==> config.mk <==
export PLATFORM = sky130hd
export DESIGN_NAME = ipl_regs
export DESIGN_NICKNAME = d
export VERILOG_FILES = /design/src/logic/ipl_pkg.sv /design/src/logic/ipl_pin_drive.sv /design/src/logic/ipl_regs.sv
export VERILOG_INCLUDE_DIRS = /design/src /design/src/logic
export SDC_FILE = /design/constraint.sdc
export NUM_CORES = 1
export LEC_CHECK = 0
export ABC_AREA = 1
export BUFFER_PORTS_ARGS = -buffer_cell sky130_fd_sc_hd__buf_2
export CAP_MARGIN = 20
export CORE_MARGIN = 8
export CORE_UTILIZATION = 30
export DETAILED_ROUTE_END_ITERATION = 8
export SKIP_CTS_REPAIR_TIMING = 1
export SYNTH_ARGS = -nofsm -noshare
export SYNTH_HDL_FRONTEND = slang
export SYNTH_SLANG_ARGS = --single-unit
==> constraint.sdc <==
create_clock -name i_ref_clk -period 1.6 [get_ports i_ref_clk]
set_clock_uncertainty 0.2 [all_clocks]
set_input_delay 0.16 -clock i_ref_clk [delete_from_list [all_inputs] [get_ports i_ref_clk]]
set_output_delay 0.16 -clock i_ref_clk [all_outputs]
set_load 0.02 [all_outputs]
==> src/logic/ipl_params.svh <==
`ifndef IPL_PARAMS_SVH
`define IPL_PARAMS_SVH

// Register offsets (byte addresses on the configuration port)
`define IPL_ADDR_INT_CFG      7'h7D
// The key register has no known offset; chosen as a parameterised default
`define IPL_ADDR_KEY          7'h7E

// Reset values
`define IPL_INT_CFG_RESET     8'h02
`define IPL_KEY_RESET         8'h85

// Key values
`define IPL_KEY_FULL          8'h85
`define IPL_KEY_SINGLE        8'h86
// Value left behind once a single-write key has been used up
`define IPL_KEY_SPENT         8'h00

// Interrupt configuration field positions
`define IPL_BIT_POLARITY      0
`define IPL_BIT_TRISTATE      1
`define IPL_BIT_GP_SELECT     2
`define IPL_INT_CFG_USED      3'h7

`endif

==> src/logic/ipl_pkg.sv <==
package ipl_pkg;
    typedef enum logic [1:0] {
        IPL_PROTECTED,
        IPL_FULL_OPEN,
        IPL_SINGLE_OPEN
    } ipl_lock_e;
endpackage

==> src/logic/ipl_pin_drive.sv <==
`timescale 1ns/1ps
`include "ipl_params.svh"

// ----------------------------------------------------------------------------
// Interrupt pin driver
// ----------------------------------------------------------------------------
module ipl_pin_drive
    import ipl_pkg::*;
(
    input  wire logic       i_ref_clk,
    input  wire logic       i_rstn,
    input  wire logic [2:0] i_cfg,
    input  wire logic       i_irq_active,
    output logic            o_pin,
    output logic            o_pin_oe
);

    logic polarity;
    logic tristate;
    logic gp_output_select;
    logic next_pin;
    logic next_oe;

    assign polarity         = i_cfg[`IPL_BIT_POLARITY];
    assign tristate         = i_cfg[`IPL_BIT_TRISTATE];
    assign gp_output_select = i_cfg[`IPL_BIT_GP_SELECT];

    // Level and enable choice; general purpose mode always drives
    always_comb begin
        if (gp_output_select) begin
            next_pin = polarity;
            next_oe  = 1'b1;
        end else begin
            next_pin = i_irq_active ? polarity : ~polarity;
            next_oe  = tristate ? i_irq_active : 1'b1;
        end
    end

    // Registered so the pin never glitches on config writes
    always_ff @(posedge i_ref_clk or negedge i_rstn) begin
        if (!i_rstn) begin
            o_pin    <= 1'b1;
            o_pin_oe <= 1'b0;
        end else begin
            o_pin    <= next_pin;
            o_pin_oe <= next_oe;
        end
    end

endmodule // ipl_pin_drive

==> src/logic/ipl_regs.sv <==
// Operation
// - Tristate bit zero always drives pin
// - Interrupt config resets to 0x02
// - Other key values protect other registers
// - Key 0x85 permits all writes
// - Key 0x86 permits one write only
// - Key resets 0x85, always writable
`timescale 1ns/1ps
`include "ipl_params.svh"

// ----------------------------------------------------------------------------
// Interrupt pin configuration and write lock registers
// ----------------------------------------------------------------------------
module ipl_regs
    import ipl_pkg::*;
(
    input  wire logic       i_ref_clk,
    input  wire logic       i_rstn,
    input  wire logic       i_wr_en,
    input  wire logic       i_rd_en,
    input  wire logic [6:0] i_addr,
    input  wire logic [7:0] i_wdata,
    input  wire logic       i_irq_active,
    output logic [7:0]      o_rdata,
    output logic            o_rd_valid,
    output logic            o_wr_other,
    output logic            o_irq_pin,
    output logic            o_irq_pin_oe,
    output logic [1:0]      o_lock_mode
);

    // ------------------------------------------------------------------------
    // Storage and decode
    // ------------------------------------------------------------------------
    logic [2:0] int_cfg;
    logic [7:0] write_lock_key;
    ipl_lock_e  lock_mode;
    logic       hit_cfg;
    logic       hit_key;
    logic       wr_allowed;
    logic       wr_other;
    logic       cfg_polarity;

    assign hit_cfg  = (i_addr == `IPL_ADDR_INT_CFG);
    assign hit_key  = (i_addr == `IPL_ADDR_KEY);
    assign wr_other = i_wr_en && !hit_key;

    // Key decoding into the three protection modes
    always_comb begin
        case (write_lock_key)
            `IPL_KEY_FULL:   lock_mode = IPL_FULL_OPEN;
            `IPL_KEY_SINGLE: lock_mode = IPL_SINGLE_OPEN;
            default:         lock_mode = IPL_PROTECTED;
        endcase
    end

    assign wr_allowed = (lock_mode != IPL_PROTECTED);

    // ------------------------------------------------------------------------
    // Register updates
    // ------------------------------------------------------------------------
    // Key register; a consumed single key reads back as zero afterward
    always_ff @(posedge i_ref_clk or negedge i_rstn) begin
        if (!i_rstn) begin
            write_lock_key <= `IPL_KEY_RESET;
        end else if (i_wr_en && hit_key) begin
            write_lock_key <= i_wdata;
        end else if (wr_other && lock_mode == IPL_SINGLE_OPEN) begin
            write_lock_key <= `IPL_KEY_SPENT;
        end
    end

    // Interrupt config; any write to another register spends a single key
    always_ff @(posedge i_ref_clk or negedge i_rstn) begin
        if (!i_rstn) begin
            int_cfg <= 3'(`IPL_INT_CFG_RESET);
        end else if (i_wr_en && hit_cfg && wr_allowed) begin
            int_cfg <= i_wdata[2:0] & `IPL_INT_CFG_USED;
        end
    end

    // Write strobe for registers elsewhere in the device
    always_ff @(posedge i_ref_clk or negedge i_rstn) begin
        if (!i_rstn) begin
            o_wr_other <= 1'b0;
        end else begin
            o_wr_other <= wr_other && !hit_cfg && wr_allowed;
        end
    end

    // Read path; unmapped addresses read zero, unused bits read zero
    always_ff @(posedge i_ref_clk or negedge i_rstn) begin
        if (!i_rstn) begin
            o_rdata    <= 8'h00;
            o_rd_valid <= 1'b0;
        end else begin
            o_rd_valid <= i_rd_en;
            if (i_rd_en && hit_cfg) begin
                o_rdata <= {5'h00, int_cfg};
            end else if (i_rd_en && hit_key) begin
                o_rdata <= write_lock_key;
            end else if (i_rd_en) begin
                o_rdata <= 8'h00;
            end
        end
    end

    // Mode visible to the rest of the device
    always_ff @(posedge i_ref_clk or negedge i_rstn) begin
        if (!i_rstn) begin
            o_lock_mode <= 2'(IPL_FULL_OPEN);
        end else begin
            o_lock_mode <= 2'(lock_mode);
        end
    end

    // ------------------------------------------------------------------------
    // Pin driver
    // ------------------------------------------------------------------------
    ipl_pin_drive u_pin (
        .i_ref_clk    (i_ref_clk),
        .i_rstn       (i_rstn),
        .i_cfg        (int_cfg),
        .i_irq_active (i_irq_active),
        .o_pin        (o_irq_pin),
        .o_pin_oe     (o_irq_pin_oe)
    );

    // ------------------------------------------------------------------------
    // Checks: write lock
    // ------------------------------------------------------------------------
    // protected config write ignored
    chk_protect_blocks: assert property (@(posedge i_ref_clk) disable iff (!i_rstn)
        (i_wr_en && hit_cfg && lock_mode == IPL_PROTECTED) |=> $stable(int_cfg))
        else $error("config changed while protected");

    chk_other_blocked: assert property (@(posedge i_ref_clk) disable iff (!i_rstn)
        (i_wr_en && !hit_key && lock_mode == IPL_PROTECTED) |=> !o_wr_other)
        else $error("write passed while protected");

    chk_mode_out: assert property (@(posedge i_ref_clk) disable iff (!i_rstn)
        (write_lock_key != `IPL_KEY_FULL && write_lock_key != `IPL_KEY_SINGLE)
        |=> o_lock_mode == 2'(IPL_PROTECTED))
        else $error("protected mode not reported");

    chk_full_open: assert property (@(posedge i_ref_clk) disable iff (!i_rstn)
        (i_wr_en && hit_cfg && write_lock_key == `IPL_KEY_FULL)
        |=> int_cfg == 3'($past(i_wdata)) && write_lock_key == `IPL_KEY_FULL)
        else $error("full unlock write lost");

    chk_full_other: assert property (@(posedge i_ref_clk) disable iff (!i_rstn)
        (i_wr_en && !hit_key && !hit_cfg && write_lock_key == `IPL_KEY_FULL)
        |=> o_wr_other && write_lock_key == `IPL_KEY_FULL)
        else $error("full unlock strobe lost");

    chk_single_spent: assert property (@(posedge i_ref_clk) disable iff (!i_rstn)
        (wr_other && lock_mode == IPL_SINGLE_OPEN) |=> lock_mode == IPL_PROTECTED)
        else $error("single unlock not re-protected");

    chk_single_cfg: assert property (@(posedge i_ref_clk) disable iff (!i_rstn)
        (i_wr_en && hit_cfg && write_lock_key == `IPL_KEY_SINGLE)
        |=> int_cfg == 3'($past(i_wdata)))
        else $error("single unlock write lost");

    chk_key_writable: assert property (@(posedge i_ref_clk) disable iff (!i_rstn)
        (i_wr_en && hit_key) |=> write_lock_key == $past(i_wdata))
        else $error("key write ignored");

    chk_key_holds: assert property (@(posedge i_ref_clk) disable iff (!i_rstn)
        (!i_wr_en) |=> $stable(write_lock_key))
        else $error("key changed without a write");

    // ------------------------------------------------------------------------
    // Checks: reset, read-back and pin
    // ------------------------------------------------------------------------
    // Polarity kept as a whole net so the past-value checks sample a plain signal
    assign cfg_polarity = int_cfg[`IPL_BIT_POLARITY];

    chk_reset_value: assert property (@(posedge i_ref_clk)
        $rose(i_rstn) |-> int_cfg == 3'(`IPL_INT_CFG_RESET)
        && write_lock_key == `IPL_KEY_RESET)
        else $error("reset values wrong");

    chk_cfg_readback: assert property (@(posedge i_ref_clk) disable iff (!i_rstn)
        (i_rd_en && hit_cfg) |=> o_rd_valid && o_rdata == 8'($past(int_cfg)))
        else $error("config read back wrong");

    chk_drive_always: assert property (@(posedge i_ref_clk) disable iff (!i_rstn)
        (!int_cfg[`IPL_BIT_TRISTATE] && !int_cfg[`IPL_BIT_GP_SELECT])[*2] |-> o_irq_pin_oe)
        else $error("pin floated with tristate off");

    chk_float_idle: assert property (@(posedge i_ref_clk) disable iff (!i_rstn)
        (int_cfg[`IPL_BIT_TRISTATE] && !int_cfg[`IPL_BIT_GP_SELECT] && !i_irq_active)
        |=> !o_irq_pin_oe)
        else $error("pin driven while idle");

    chk_irq_drive: assert property (@(posedge i_ref_clk) disable iff (!i_rstn)
        (!int_cfg[`IPL_BIT_GP_SELECT] && i_irq_active)
        |=> o_irq_pin_oe && o_irq_pin == $past(cfg_polarity))
        else $error("active interrupt not driven");

    chk_gp_level: assert property (@(posedge i_ref_clk) disable iff (!i_rstn)
        (int_cfg[`IPL_BIT_GP_SELECT])[*2] |-> o_irq_pin_oe
        && o_irq_pin == $past(cfg_polarity))
        else $error("general purpose level wrong");

endmodule // ipl_regs

Word level (Yosys, flattened, before mapping)
Index checks and enable logic that the tools add are counted.

Mux-type cells: 10. Equality and inequality tests: 5. Reductions and logical operators: 14. Bitwise gates (word level): 1.

Operators with widths (count): $mux W8 (5); $eq A8 B8 Y1 const B (2); $eq A7 B7 Y1 const B (2); $logic_and A1 B1 Y1 (9); $mux W1 (4); $pmux W2 S2 (1); $reduce_bool A2 Y1 (2); $reduce_bool A3 Y1 (1); $eq A2 B2 Y1 const B (1); $logic_not A1 Y1 (2); $not A1 Y1 (1).

Logic and storage cells: 38. Input port bits: 20. Output and inout bits: 14. Flip-flop bits (word level): 25.

Logic depth before layout (Yosys ltp)
Gate-level depths: netlist (run 1).

Depth after elaboration: 6. Gate-level depth with buffers: 8. Mapped depth without buffers: 8.

Cells and area by module
From an unflattened synthesis (run 1), not the netlist that was laid out.

Cell total of the unflattened synthesis: 132. Area total of the unflattened synthesis: 1109.8 um^2.

Modules (own cells, without submodules): ipl_regs (area an instance 1032.2 um^2, instances 1, cells each 124, sequential area each 581.8 um^2); ipl_pin_drive (area an instance 77.6 um^2, instances 1, cells each 8, sequential area each 51.3 um^2).

Worst setup path after synthesis (run 1)
OpenSTA, ideal clock, no wires.

Kind: flip-flop to flip-flop. Start point: register write_lock_key[7]. End point: register int_cfg[0]. Slack: 0.190 ns. Arrival time: 1.094 ns. Required time: 1.283 ns. Period minus slack after synthesis: 1.410 ns. Library setup time: 0.117 ns. Stages on the path, launching flop included: 8. Buffers on the path: 0. Cell sequence: dfstp_2 nand2_1 nor2_2 nand2_1 nand2_1 nand2_1 nand2_1 nand2_1.

Cells in the longest elaborated chain, start to end: 4. Elaborated cells between the ends (all ways): 5. Classes of those cells: 2 x eq/ne; 1 x mux; 2 x reduce/logical.

Ends and longest elaborated chain: from (decl) (line ipl_regs.sv:36) `logic [7:0] write_lock_key;`; from (signal assigned) (line ipl_regs.sv:65) `` write_lock_key <= `IPL_KEY_RESET; ``; from (signal assigned) (line ipl_regs.sv:67) `write_lock_key <= i_wdata;`; from (signal assigned) (line ipl_regs.sv:69) `` write_lock_key <= `IPL_KEY_SPENT; ``; $eq A8 B8 Y1 (line ipl_regs.sv:50) `case (write_lock_key)`; $pmux W2 S2 (*) (line ipl_regs.sv:50); $reduce_bool A2 Y1 (*) (line ipl_regs.sv:57) `assign wr_allowed = (lock_mode != IPL_PROTECTED);`; $logic_and A1 B1 Y1 (*) (line ipl_regs.sv:77) `end else if (i_wr_en && hit_cfg && wr_allowed) begin`; to (signal assigned) (line ipl_regs.sv:76) `` int_cfg <= 3'(`IPL_INT_CFG_RESET); ``; to (signal assigned) (line ipl_regs.sv:78) `` int_cfg <= i_wdata[2:0] & `IPL_INT_CFG_USED; ``; to (decl) (line ipl_regs.sv:35) `logic [2:0] int_cfg;`.

Every way passes the cells marked *; elsewhere a longest branch is shown, timed or not. A chain may end at the register's enable or synchronous reset.

Final worst setup path (run 1)
Start point: register write_lock_key[2]. End point: register write_lock_key[4].

Cells in the longest elaborated chain, start to end: 5. Elaborated cells between the ends (all ways): 6. Classes of those cells: 3 x eq/ne; 1 x mux; 2 x reduce/logical.

Ends and longest elaborated chain: $eq A8 B8 Y1 (line ipl_regs.sv:50); $pmux W2 S2 (*) (line ipl_regs.sv:50); $eq A2 B2 Y1 (*) (line ipl_regs.sv:68) `end else if (wr_other && lock_mode == IPL_SINGLE_OPEN) begin`; $logic_and A1 B1 Y1 (*) (line ipl_regs.sv:68); $reduce_bool A2 Y1 (no line) (*).

Marks and branches as above.

==> out/qor.yml, run 1 <==
yosys_warnings: 0
gp_congestion: 0.757
critical_path.max_fanout: 9
rrSetupSlack_ps: 110
synth_top_area_share_pct: 42.8
vdd_ir_drop_max_uv: 297
area_growth_pct: 36.2
final-hold-violation-count: 0
chipHeight_um: 76.8
numPortBuffers: 33
cp-startpoint: "write_lock_key[2]"
totalWireLength_mm: 2.53
required_ps: 1560
row_count: 22
ys_ff_latch: 25
critical_path_class: "reg2reg"
synth-seq-area-share_pct: 57.0
whs_ps: 11.0
final_common_cell: "nand2_1"
start_util_pct: 30.8
drive_above_1_share_pct: 32.2
dr.pass1.iters: 4
power.density_nw_per_um2: 776
drtAntennaViolNets: 0
worstHoldPathType: "in2reg"
slew_headroom_pct: 64.3
total_power_mw: 1.17
cts_tree: "yes"
use_met1_pct: 9.62
cts.sinks: 25
die_area_um2: 5900
worst_slack_ps: 107
post-route-min-period_ps: 1490
endpoint: "write_lock_key[4]"
leakage_nw: 0.802
wl_per_cell_um: 11.3
die_w_um: 76.8
clockRootBuffer: "clkbuf_8"
post_drt_via_cell_ratio: 4.24
cap_violations: 0
synth_nets: 149
grt_max_degree: 26
grtUsageMet3_pct: 2.33
grt_pass1_vias: 945
outcome: "finished clean"
reg2regPathDepth: 5
dpl_worst_slack_ps: 81.5
rr_startpoint: "write_lock_key[2]"
nets: 198
yosys-top-cells-area: "dfrtp_1 43%, nand2_1 20%, dfstp_2 14%"
synth_largest_area_cell: "dfrtp_1"
drc: 0
avgSynthCellArea_um2: 8.60
clockBufferDepth: 2
grt_use_met2_pct: 13.3
tightest_slew_ps: 535
core_area_um2: 3610
grt_antenna_before_repair: 0
synth_area_um2: 1110
io_pins: 34
gr-usage-all-layers_pct: 8.54
nFillCells: 368
via_count: 953
synth_cells: 129
cp.arrival_ps: 1450
setup_violations: 0
cts-htree-levels: 1
dp_hpwl_mm: 1.87
fmax_mhz: 670
grt.busiest_layer: "met2"
yosys.cell_types.count: 17
cp-end-kind: "flip-flop"
timing.rr.end: "write_lock_key[4]"
grt_pass1_wl_mm: 4.16
cts_buffers: 3
worstSkewPairLatency_ps: 270
drv_slew: 0
drt_iter0_markers: 29
cp-start-kind: "flip-flop"
fin_crit_sh_pct: 93.3
layout_common_cells: "56 x nand2_1, 33 x buf_2, 19 x dfrtp_1"
num_antenna_cells: 0
path_clk_slew_ps: 90
grt_overflow: 0
## kinds of logic after synthesis
family / count (synthesis) / share of synthesized area (%)
AOI/OAI and AO/OA: 1 / 0.451
xor gates and xnor gates: 1 / 0.789
buffers and inverters: 13 / 4.51
DFF: 25 / 57.0
and+or+nand+nor: 89 / 37.2
## sequential cells by signal (all words and copies together) (netlist names)
name and flops:
int_cfg 3, o_rdata 8, u_pin.o_pin_oe 1, write_lock_key 8, o_wr_other 1, u_pin.o_pin 1
o_lock_mode 2, o_rd_valid 1
## synth_stat cells, drive strengths merged
cell type / number
xor2: 1
dfrtp: 19
nand4: 3
nor2: 9
clkinv: 2
inv: 11
nand2: 59
dfstp: 6
nand3: 17
nor3: 1
a21oi: 1
## routing by layer
layer  routed length, um  vias up  part of all wire [%]
li1                    -      497                     -
met4                  69        0                   2.7
met5                   0        -                     0
met1                1110      432                    44
met3                 128        4                   5.1
met2                1230       20                    48
## critical path, cell delays in order (launching register included)
cell and delay (ps):
dfstp_2 560, nand2_1 100, nor2_2 140, nand3_2 190, nand3_1 130, nand2_1 60
## area by class of cell
type	count	area [um^2]	area share (%)
clock buffer	3	41.3	2.73
inverter	13	50.0	3.31
timing repair buffer	44	275	18.2
clock inverter	1	7.51	0.497
multi-input combinational	91	444	29.4
tap	48	60.1	3.97
sequential	25	633	41.9
## through the flow
stage	TNS [ps]	util, %	cells	cell area [um^2]
finish	0	41.9	225	1510
CTS	0	38.4	214	1380
global route	-7.50	41.9	225	1510
detailed placement	0	37.0	210	1340
floorplan	0	-	129	1110
global placement	0	37.0	210	1340
## how the worst min path moves through the flow
stage | end | cells after the start | start | slack (ps)
6_report | o_rdata[0] | 3 | i_rd_en | 10
5_1_grt | o_wr_other | 3 | i_wr_en | 8
4_1_cts | o_lock_mode[1] | 1 | i_rstn | -320
3_5_place_dp | o_rdata[4] | 1 | i_rstn | -20
3_3_place_gp | write_lock_key[4] | 1 | i_rstn | -20
2_1_floorplan | int_cfg[0] | 0 | i_rstn | -340
## where the power goes
part / internal [mW] / switching [mW] / total (mW) / leakage [nW]
combinational: 0.0562 / 0.0702 / 0.126 / 0.462
clock: 0.176 / 0.198 / 0.375 / 0.0217
sequential: 0.657 / 0.0154 / 0.672 / 0.318
total: 0.890 / 0.284 / 1.17 / 0.802
Power figures use the tool's default switching activity.
==> run 2: changes to the inputs <==
--- a/config.mk
+++ b/config.mk
@@ -12,6 +12,7 @@
 export CORE_MARGIN = 8
 export CORE_UTILIZATION = 30
 export DETAILED_ROUTE_END_ITERATION = 8
+export PLACE_DENSITY = 0.49
 export SKIP_CTS_REPAIR_TIMING = 1
 export SYNTH_ARGS = -nofsm -noshare
 export SYNTH_HDL_FRONTEND = slang
==> out/qor.yml, run 2 (synthesized netlist as in run 1, its figures left out) <==
nets: 199  # was 198
grt_pass1_vias: 1022  # was 945
start_util_pct: 30.8  # unchanged
gr-usage-all-layers_pct: 9.04  # was 8.54%
drc: 0  # unchanged
clockBufferDepth: 2  # unchanged
total_power_mw: 1.16  # was 1.17 mW
dpl_cell_area_um2: 1340  # unchanged
die_w_um: 76.8  # unchanged
slew_headroom_pct: 62.9  # was 64.3%
switching_share_pct: 23.3  # was 24.2%
drive_above_1_share_pct: 30.3  # was 32.2%
worstSkewPairLatency_ps: 260  # was 270 ps
die_area_um2: 5900  # unchanged
rrSetupSlack_ps: 100  # was 110 ps
clkPwrFrac_pct: 31.2  # was 31.9%
post_drt_via_cell_ratio: 4.43  # was 4.24
fmax_mhz: 666  # was 670 MHz
dp_hpwl_mm: 2.00  # was 1.87 mm
leakage_nw: 0.807  # was 0.802 nW
final-hold-violation-count: 0  # unchanged
worstHoldPathType: "in2reg"  # unchanged
cts_tree: "yes"  # unchanged
design_area_um2: 1510  # about the same
grt_max_degree: 26  # unchanged
numPortBuffers: 33  # unchanged
clockRootBuffer: "clkbuf_8"  # unchanged
drv_slew: 0  # unchanged
vdd_ir_drop_max_uv: 366  # was 297 uV
holdPathEnd: "o_wr_other"  # was o_rdata[0]
totalWireLength_mm: 2.63  # was 2.53 mm
area_growth_pct: 35.9  # was 36.2%
cp-end-kind: "flip-flop"  # unchanged
via_count: 1002  # was 953
pwr-share-seq_pct: 57.8  # was 57.3%
cp-start-kind: "flip-flop"  # unchanged
timing.rr.end: "int_cfg[2]"  # was write_lock_key[4]
cts-htree-levels: 1  # unchanged
internal-power_uw: 892  # was 890 uW
p_comb_share_pct: 10.9  # was 10.8%
required_ps: 1560  # about the same
fin_crit_sh_pct: 93.9  # was 93.3%
grt_overflow: 0  # unchanged
final_common_cell: "nand2_1"  # unchanged
grt_pass1_wl_mm: 4.52  # was 4.16 mm
num_antenna_cells: 0  # unchanged
cts.sinks: 25  # unchanged
reg2regPathDepth: 7  # was 5
outcome: "finished clean"  # unchanged
drtAntennaViolNets: 0  # unchanged
hp-start: "i_wr_en"  # was i_rd_en
tightest_slew_ps: 556  # was 535 ps
cts_buffers: 3  # unchanged
power.density_nw_per_um2: 772  # was 776 nW/um^2
io_pins: 34  # unchanged
chipHeight_um: 76.8  # unchanged
rr_startpoint: "write_lock_key[2]"  # unchanged
critical_path.max_fanout: 4  # was 9
wl_per_cell_um: 11.6  # was 11.3 um
critical_path_class: "reg2reg"  # unchanged
row_count: 22  # unchanged
drt_iter0_markers: 16  # was 29
path_clk_slew_ps: 80  # was 90 ps
layout_common_cells: "58 x nand2_1, 33 x buf_2, 19 x dfrtp_1"  # was 56 x nand2_1, 33 x buf_2, 19 x dfrtp_1
dr.pass1.iters: 4  # unchanged
p_sw_uw: 271  # was 284 uW
reg.largest.list: "o_rdata (8), write_lock_key (8), int_cfg (3)"  # unchanged
gp_congestion: 0.771  # was 0.757
cap_violations: 0  # unchanged
post-route-min-period_ps: 1500  # was 1490 ps
core_area_um2: 3610  # unchanged
setup_violations: 0  # unchanged
min_delay_path_depth: 3  # unchanged
cp.arrival_ps: 1460  # was 1450 ps
grt_antenna_before_repair: 0  # unchanged
## run 2: cell types whose count changed in the layout (fill, tap and decap cells not counted), sizes merged
cell / change
buf: +1
clkbuf: +1
clkinvlp: -1
## run 2: routing by layer
layer  up-vias  global-route usage, %  share of wire [%]
li1        500                      -                  -
met1       476                   11.5                 46
met2        24                   14.4                 49
met3         2                   2.45                4.8
met4         0                   2.88               0.80
met5         -                      0                  0
## run 2: layout make-up
type	instances	area [um^2]
Clock buffer	4	45.0
Fill cell	379	2100
Inverter	13	50.0
Multi-Input combinational cell	91	437
Sequential cell	25	633
Tap cell	48	60.1
Timing Repair Buffer	45	283
## run 2: critical path, stage by stage (launching register included)
cell	delay, ps
dfstp_2	550
nand2_1	80
nor2_2	150
nand2_1	110
nand2_2	110
nand2_1	80
nand2_1	70
nand2_1	40
## run 2: through the flow
| step | TNS [ps] | worst slack [ps] | hold slack [ps] | instances | utilization, % |
|---|---|---|---|---|---|
| finish | 0 | 97.8 | 20.6 | 226 | 41.8 |
| global route | -0.640 | -0.640 | 33.0 | 226 | 41.8 |
| floorplan | 0 | 190 | -336 | 129 | - |
| global placement | 0 | 109 | -21.2 | 210 | 37.0 |
| CTS | 0 | 53.3 | -300 | 214 | 38.3 |
| detailed placement | 0 | 78.3 | -11.6 | 210 | 37.0 |
## run 2: worst max-delay path by stage
stage                            startpoint                end  slack [ps]  cells past startpoint
after floorplan           write_lock_key[7]         int_cfg[0]         190                      7
after global placement    write_lock_key[2]  write_lock_key[6]         110                      5
after detailed placement  write_lock_key[2]  write_lock_key[1]          80                      5
after CTS                 write_lock_key[2]         int_cfg[2]          50                      7
after global routing      write_lock_key[2]         int_cfg[2]        -0.6                      7
final                     write_lock_key[2]         int_cfg[2]         100                      7
## run 2: power groups by stage
stage	sequential [mW]	combinational, mW	clock [mW]
floorplan	0.684	0.0462	0
global placement	0.685	0.100	0
detailed placement	0.685	0.102	0
CTS	0.673	0.102	0.380
global route	0.676	0.142	0.405
finish	0.673	0.127	0.364
